### src/hdl/xram_pkg.sv
// package: register map, field layout and sizes of the external ram mapper
`default_nettype none
package xram_pkg;
   localparam int          XRAM_BYTES       = 512;
   localparam int          XRAM_AW          = 9;
   localparam int          PAGE_AW          = 8;
   localparam logic [7:0]  PAGE_SEL_OFFSET  = 8'haa;
   localparam logic [7:0]  PAGE_SEL_RESET   = 8'h00;
   localparam int          PAGE_BIT_POS     = 0;
   localparam logic [7:0]  FLASH_CTL_OFFSET = 8'h8f;
   localparam logic [7:0]  FLASH_CTL_RESET  = 8'h00;
   localparam int          FLASH_WE_POS     = 0;
   localparam logic [7:0]  ADDR_HI_OFFSET   = 8'hb0;
   localparam logic [7:0]  ADDR_LO_OFFSET   = 8'hb1;
endpackage
`default_nettype wire

### src/hdl/xram_address_mapper.sv
// external data ram address mapper with page select and flash write routing
// Operation
// - 512-byte ram in external data space
// - reachable by pointer and indirect moves
// - 8-bit operand takes high byte from page
// - moves go to ram by default
// - pointer access uses only low 9 bits
// - ram aliases every 512 bytes
// - write moves can route to flash
`default_nettype none
module xram_address_mapper #(
   parameter int RAM_BYTES = xram_pkg::XRAM_BYTES,
   parameter int RAM_AW    = xram_pkg::XRAM_AW
) (
   // clock and reset
   input  wire logic        mclk,
   input  wire logic        resetn,
   // register port
   input  wire logic [7:0]  reg_addr,
   input  wire logic [7:0]  reg_wdata,
   input  wire logic        reg_wr,
   input  wire logic        reg_rd,
   output logic      [7:0]  reg_rdata,
   // external data move from the core
   input  wire logic        mv_req,
   input  wire logic        mv_write,
   input  wire logic        mv_indirect,
   input  wire logic [15:0] mv_addr,
   input  wire logic [7:0]  mv_wdata,
   output logic      [7:0]  mv_rdata,
   // flash write path
   output logic             flash_wr,
   output logic      [15:0] flash_addr,
   output logic      [7:0]  flash_wdata
);
   // ************************************************************
   // registers
   // ************************************************************
   logic              page_choice_bit_q, page_choice_bit_d;
   logic              flash_we_q, flash_we_d;
   logic [15:0]       last_addr_q, last_addr_d;
   logic [7:0]        reg_rdata_q, reg_rdata_d;
   logic              flash_wr_q, flash_wr_d;
   logic [15:0]       flash_addr_q, flash_addr_d;
   logic [7:0]        flash_wdata_q, flash_wdata_d;
   logic [15:0]       full_addr;
   logic [RAM_AW-1:0] ram_addr;
   logic              ram_we;
   logic              ram_re;

   // indirect moves carry only a byte; page bit supplies the high byte
   function automatic logic [15:0] form_addr(input logic ind, input logic [15:0] a, input logic pg);
      form_addr = ind ? {7'h00, pg, a[xram_pkg::PAGE_AW-1:0]} : a;
   endfunction

   // register strobe aimed at one offset
   function automatic logic reg_hit(input logic stb, input logic [7:0] a, input logic [7:0] off);
      reg_hit = stb && (a == off);
   endfunction

   always_comb begin
      full_addr = form_addr(mv_indirect, mv_addr, page_choice_bit_q);
      ram_addr  = full_addr[RAM_AW-1:0];
      // flash only when software enabled it; otherwise ram by default
      ram_we    = mv_req & mv_write & ~flash_we_q;
      ram_re    = mv_req & ~mv_write;
   end

   // ************************************************************
   // page select register
   // ************************************************************
   always_comb begin
      page_choice_bit_d = page_choice_bit_q;
      if (reg_hit(reg_wr, reg_addr, xram_pkg::PAGE_SEL_OFFSET)) begin
         page_choice_bit_d = reg_wdata[xram_pkg::PAGE_BIT_POS];
      end
   end

   always_ff @(posedge mclk or negedge resetn) begin
      if (!resetn) begin
         page_choice_bit_q <= xram_pkg::PAGE_SEL_RESET[xram_pkg::PAGE_BIT_POS];
      end else begin
         page_choice_bit_q <= page_choice_bit_d;
      end
   end

   // ************************************************************
   // flash write enable
   // ************************************************************
   always_comb begin
      flash_we_d = flash_we_q;
      if (reg_hit(reg_wr, reg_addr, xram_pkg::FLASH_CTL_OFFSET)) begin
         flash_we_d = reg_wdata[xram_pkg::FLASH_WE_POS];
      end
   end

   // cleared at reset so every move reaches the ram until software opts in
   always_ff @(posedge mclk or negedge resetn) begin
      if (!resetn) begin
         flash_we_q <= xram_pkg::FLASH_CTL_RESET[xram_pkg::FLASH_WE_POS];
      end else begin
         flash_we_q <= flash_we_d;
      end
   end

   // ************************************************************
   // last move address
   // ************************************************************
   always_comb begin
      last_addr_d = last_addr_q;
      if (mv_req) begin
         last_addr_d = full_addr;
      end
   end

   always_ff @(posedge mclk or negedge resetn) begin
      if (!resetn) begin
         last_addr_q <= 16'h0000;
      end else begin
         last_addr_q <= last_addr_d;
      end
   end

   // ************************************************************
   // register read data
   // ************************************************************
   // data stand one cycle only; idle zero keeps the port quiet between reads
   always_comb begin
      reg_rdata_d = 8'h00;
      if (reg_rd) begin
         unique case (reg_addr)
            xram_pkg::PAGE_SEL_OFFSET:  reg_rdata_d = {7'h00, page_choice_bit_q};
            xram_pkg::FLASH_CTL_OFFSET: reg_rdata_d = {7'h00, flash_we_q};
            xram_pkg::ADDR_HI_OFFSET:   reg_rdata_d = last_addr_q[15:8];
            xram_pkg::ADDR_LO_OFFSET:   reg_rdata_d = last_addr_q[7:0];
            default:                    reg_rdata_d = 8'h00;
         endcase
      end
   end

   always_ff @(posedge mclk or negedge resetn) begin
      if (!resetn) begin
         reg_rdata_q <= 8'h00;
      end else begin
         reg_rdata_q <= reg_rdata_d;
      end
   end

   // ************************************************************
   // flash write outputs
   // ************************************************************
   // address and data hold after the pulse so a slow flash engine can take them late
   always_comb begin
      flash_wr_d    = 1'b0;
      flash_addr_d  = flash_addr_q;
      flash_wdata_d = flash_wdata_q;
      if (mv_req && mv_write && flash_we_q) begin
         flash_wr_d    = 1'b1;
         flash_addr_d  = full_addr;
         flash_wdata_d = mv_wdata;
      end
   end

   always_ff @(posedge mclk or negedge resetn) begin
      if (!resetn) begin
         flash_wr_q    <= 1'b0;
         flash_addr_q  <= 16'h0000;
         flash_wdata_q <= 8'h00;
      end else begin
         flash_wr_q    <= flash_wr_d;
         flash_addr_q  <= flash_addr_d;
         flash_wdata_q <= flash_wdata_d;
      end
   end

   // ************************************************************
   // ram
   // ************************************************************
   xram_mem #(
      .AW    (RAM_AW),
      .DEPTH (RAM_BYTES)
   ) u_mem (
      .mclk  (mclk),
      .addr  (ram_addr),
      .we    (ram_we),
      .wdata (mv_wdata),
      .re    (ram_re),
      .rdata (mv_rdata)
   );

   assign reg_rdata   = reg_rdata_q;
   assign flash_wr    = flash_wr_q;
   assign flash_addr  = flash_addr_q;
   assign flash_wdata = flash_wdata_q;
endmodule
`default_nettype wire

### src/hdl/xram_mem.sv
// single-port byte ram with registered read data
`default_nettype none
module xram_mem #(
   parameter int AW = 9,
   parameter int DEPTH = 512
) (
   // clock
   input  wire logic          mclk,
   // access
   input  wire logic [AW-1:0] addr,
   input  wire logic          we,
   input  wire logic [7:0]    wdata,
   input  wire logic          re,
   output logic      [7:0]    rdata
);
   logic [7:0] mem [DEPTH];

   // no reset: ram contents are undefined at power-up
   always_ff @(posedge mclk) begin
      if (we) begin
         mem[addr] <= wdata;
      end
      if (re) begin
         rdata <= mem[addr];
      end
   end
endmodule
`default_nettype wire

### config.mk
export PLATFORM = sky130hd
export DESIGN_NAME = xram_address_mapper
export DESIGN_NICKNAME = d
export VERILOG_FILES = /design/src/hdl/xram_pkg.sv /design/src/hdl/xram_address_mapper.sv /design/src/hdl/xram_mem.sv
export SDC_FILE = /design/constraint.sdc
export NUM_CORES = 2
export LEC_CHECK = 0
export BUFFER_PORTS_ARGS = -buffer_cell sky130_fd_sc_hd__buf_2
export CAP_MARGIN = 20
export CORE_ASPECT_RATIO = 2
export CORE_MARGIN = 2
export CORE_UTILIZATION = 37
export DETAILED_ROUTE_END_ITERATION = 8
export HOLD_SLACK_MARGIN = 0.06
export SLEW_MARGIN = 15
export SYNTH_ARGS = -nofsm -noshare
export SYNTH_HDL_FRONTEND = slang
export SYNTH_HIERARCHICAL = 1
export SYNTH_SLANG_ARGS = --single-unit
export TNS_END_PERCENT = 30
### constraint.sdc
create_clock -name mclk -period 3 [get_ports mclk]
set_clock_uncertainty 0.1 [all_clocks]
set_input_delay 0.3 -clock mclk [delete_from_list [all_inputs] [get_ports mclk]]
set_output_delay 0.3 -clock mclk [all_outputs]
set_load 0.02 [all_outputs]
==> impl_metrics.yaml <==
status:
  status: "finished with violations"
  violations: "setup timing"
power_and_ir_drop:
  p_leak_nw: 64.8
  power_density_nw_per_um2: 599
  vdd_drop_max_mv: 0.487
yosys:
  ys_seq_elements: 4155
  synth_edf_count: 4104
  synth_flop_cell: "edfxtp_1"
  synth.avg_cell_area_um2: 20.8
  ys_async_sr_fraction: 0.0123
  synth.distinct_cells: 76
  synth_area_leaders: "edfxtp_1 77%, mux4_2 11%, mux2i_1 2.8%, nor2_1 1.3%, a22oi_1 0.84%"
  syn_nets: 7781
  yosys.area.top_type: "edfxtp_1"
  synth_top_area_share: 0.767
  ys_warn_count: 6
  postSynthCellCount: 7734
  synth-seq-area-share: 0.775
  synth_area_um2: 161000
clock_tree:
  cts-buffers-inserted: 342
  cts_root_buffer: "clkbuf_16"
  htree_levels: 5
  clock_latency_ns: 0.96
  cts_tree: "yes"
  cts_buffer_depth: 4
  path_clk_slew_ns: 0.07
  cts_sinks: 4155
grt:
  grt_pass1_vias: 90900
  grt_max_degree: 118
  gr-total-overflow: 0
  met1_usage: 0.223
  track_usage: 0.230
  grt_first_pass_wirelength_um: 709000
  antenna_found_initial: 24
  use_met3: 0.0276
  grt_util_met2: 0.428
  grt-busiest-layer: "met2"
placement:
  pre_cts_ws_ns: -1.79
  place.port_buffers: 80
  dp_hpwl_um: 371000
  finalWeightedCongestion: 0.954
  dpl_cell_area_um2: 183000
floorplan:
  start_util: 0.371
  core_area_um2: 433000
  die_y_um: 936
  core.rowCount: 342
  ios: 88
  die_width_um: 470
  die-area_um2: 440000
sta:
  hold_viol: 0
  drv_slew: 0
  slew-limit-headroom: 0.283
  setup_slack_ns: -0.380
  fin_setup_tns_ns: -2.42
  hold_slack_ns: 0.161
  setup_viol: 8
  worst_slew_pin_slew_ns: 1.08
  rsz0062_at_grt: "yes"
  fmax_mhz: 296
  fin_crit_sh: 1.13
  layout_min_cycle_time_ns: 3.38
detailed_routing:
  vias_per_cell: 5.57
  dr.pass1.iters: 6
  postRouteAntennaNets: 0
  vias: 86500
  post-route-drc-count: 0
  drt_iter0_drc: 8274
  wire_per_inst_um: 33.0
  finalWirelength_um: 514000
run:
  maxCapViolCount: 0
critical_path:
  worstPathMaxFanout: 7
  critPathLaunch: "page_choice_bit_q$_DFFE_PN0P_"
  rrSetupSlack_ns: -0.38
  crit_required_ns: 3.58
  rr_endpoint: "u_mem/rdata[4]$_DFFE_PP_"
  crit_type: "flop to flop"
  end_kind: "flop"
  r2r_start: "page_choice_bit_q$_DFFE_PN0P_"
  crit_path_start_kind: "flop"
  cp.arrival_ns: 3.96
  crit_path_end: "u_mem/rdata[4]$_DFFE_PP_"
  r2r_cells: 10
layout:
  nets: 9630
  final_area_um2: 195000
  post_route_cells_drive_above_1_share: 0.353
  syn2layout_area_growth_pct: 21.6
worst_hold_path:
  hold_class: "input pin to flop"
==> power by group <==
part | switching [mW] | leakage [nW] | internal, mW
combinational | 4.30 | 21.9 | 2.66
clock | 21.1 | 5.43 | 24.9
sequential | 0.0740 | 37.5 | 63.8
total | 25.5 | 64.8 | 91.4
==> state kept, by name, indices dropped and copies added (netlist names) <==
name,flops
flash_addr,16
flash_wdata,8
flash_we_q,1
flash_wr,1
last_addr_q,16
page_choice_bit_q,1
reg_rdata,8
u_mem/mem,4096
u_mem/rdata,8
==> through the flow <==
stage / std cells / utilization / power (mW)
after global routing: 15500 / 0.451 / 120
after detailed placement: 14900 / 0.422 / 71.9
after floorplan: 7734 / - / 67.9
final: 15500 / 0.451 / 117
after global placement: 14800 / 0.421 / 71.8
after CTS: 15500 / 0.451 / 118
==> worst min path at each step <==
stage,start,endpoint,slack (ns),cells past startpoint
2_1_floorplan,resetn,flash_addr[0]$_DFFE_PN0P_,-0.1,0
3_3_place_gp,flash_addr[13]$_DFFE_PN0P_,flash_addr[13]$_DFFE_PN0P_,0.36,2
3_5_place_dp,flash_addr[8]$_DFFE_PN0P_,flash_addr[8]$_DFFE_PN0P_,0.37,2
4_1_cts,mv_addr[3],u_mem/rdata[0]$_DFFE_PP_,0.07,5
5_1_grt,mv_addr[3],u_mem/rdata[0]$_DFFE_PP_,0.15,5
6_report,reg_addr[6],reg_rdata[0]$_DFF_PN0_,0.16,5
==> critical path, cell delays in order, from the launching register on <==
cell,delay [ns]
dfrtp_1,0.41
mux2i_4,0.29
inv_4,0.14
and3b_2,0.31
and2_4,0.25
a22oi_2,0.38
o22ai_2,0.17
or4_4,0.48
nor4_2,0.15
buf_4,0.25
nand4_1,0.12
==> layout make-up <==
class                      count  area [um^2]
fill                       36500       238000
sequential                  4155       125000
multi-input combinational   3077        34600
timing repair buffer        1994        17700
clock buffer                 406         8970
tap                         5676         7100
clock inverter               205         2230
inverter                      13         56.3
antenna                       18         45.0
==> Yosys cell counts, drive strengths merged (4+ instances only) <==
master,number
a31oi,76
a32oi,26
edfxtp,4104
o21ai,53
o22ai,118
nor2b,26
clkbuf,198
and2,19
inv,13
dfrtp,51
a21oi,78
mux2i,449
buf,291
a21o,4
a221oi,92
and4b,5
or4,8
nor3b,12
and4,4
nor2,557
nand4b,8
a211oi,36
a2111oi,7
a22o,47
a311oi,4
nand2,139
nor4,39
o221ai,12
o211ai,15
mux2,45
nand4bb,4
a22oi,181
nand3,50
mux4,816
nor3,23
and3,25
nand2b,13
nor4b,4
nand4,47
==> placed cells by master (no fill, tap or decap), types with 13 or more instances in the layout <==
cell / instances
mux4_2: 816
dlygate4sd3_1: 58
o21ai_0: 45
buf_8: 13
nor2b_1: 21
o211ai_1: 15
bufinv_16: 39
mux2i_1: 447
clkinv_1: 51
and3_1: 20
nand2_1: 124
a211oi_1: 31
nand4_1: 47
buf_4: 1630
mux2_2: 30
clkbuf_16: 350
nand3_1: 35
a32oi_1: 23
a21oi_1: 70
a22oi_1: 172
nor2_2: 14
a31oi_1: 65
clkinv_2: 63
clkinvlp_4: 25
nor4_1: 27
diode_2: 18
o22ai_1: 117
buf_2: 68
a22o_1: 46
buf_6: 15
buf_12: 210
dfrtp_1: 51
mux2_4: 13
a221oi_1: 88
clkbuf_1: 56
nor2_1: 541
edfxtp_1: 4104
==> cell families after synthesis <==
| group | count (synthesis) | synth area share |
|---|---|---|
| AO/OA/AOI/OAI | 769 | 0.0342 |
| multiplexers | 1310 | 0.146 |
| flip-flops | 4155 | 0.775 |
| buffers and inverters | 502 | 0.0162 |
| AND/OR/NAND/NOR | 998 | 0.0285 |
==> metal layers <==
| metal | part of all wire | vias up |
|---|---|---|
| met4 | 0.11 | 6 |
| met3 | 0.047 | 1174 |
| met2 | 0.54 | 3431 |
| met5 | 0.000060 | - |
| li1 | - | 35900 |
| met1 | 0.31 | 46000 |
==> repair_timing <==
action                                  in CTS  in global routing
pin swaps                                   55                  6
hold endpoints to repair                  1366                  0
buffers inserted                            15                  1
endpoints found under the setup margin    1386                  8
hold buffers                                59                  0
resized for setup                          176                  8
(Power assumes the default switching activity.)
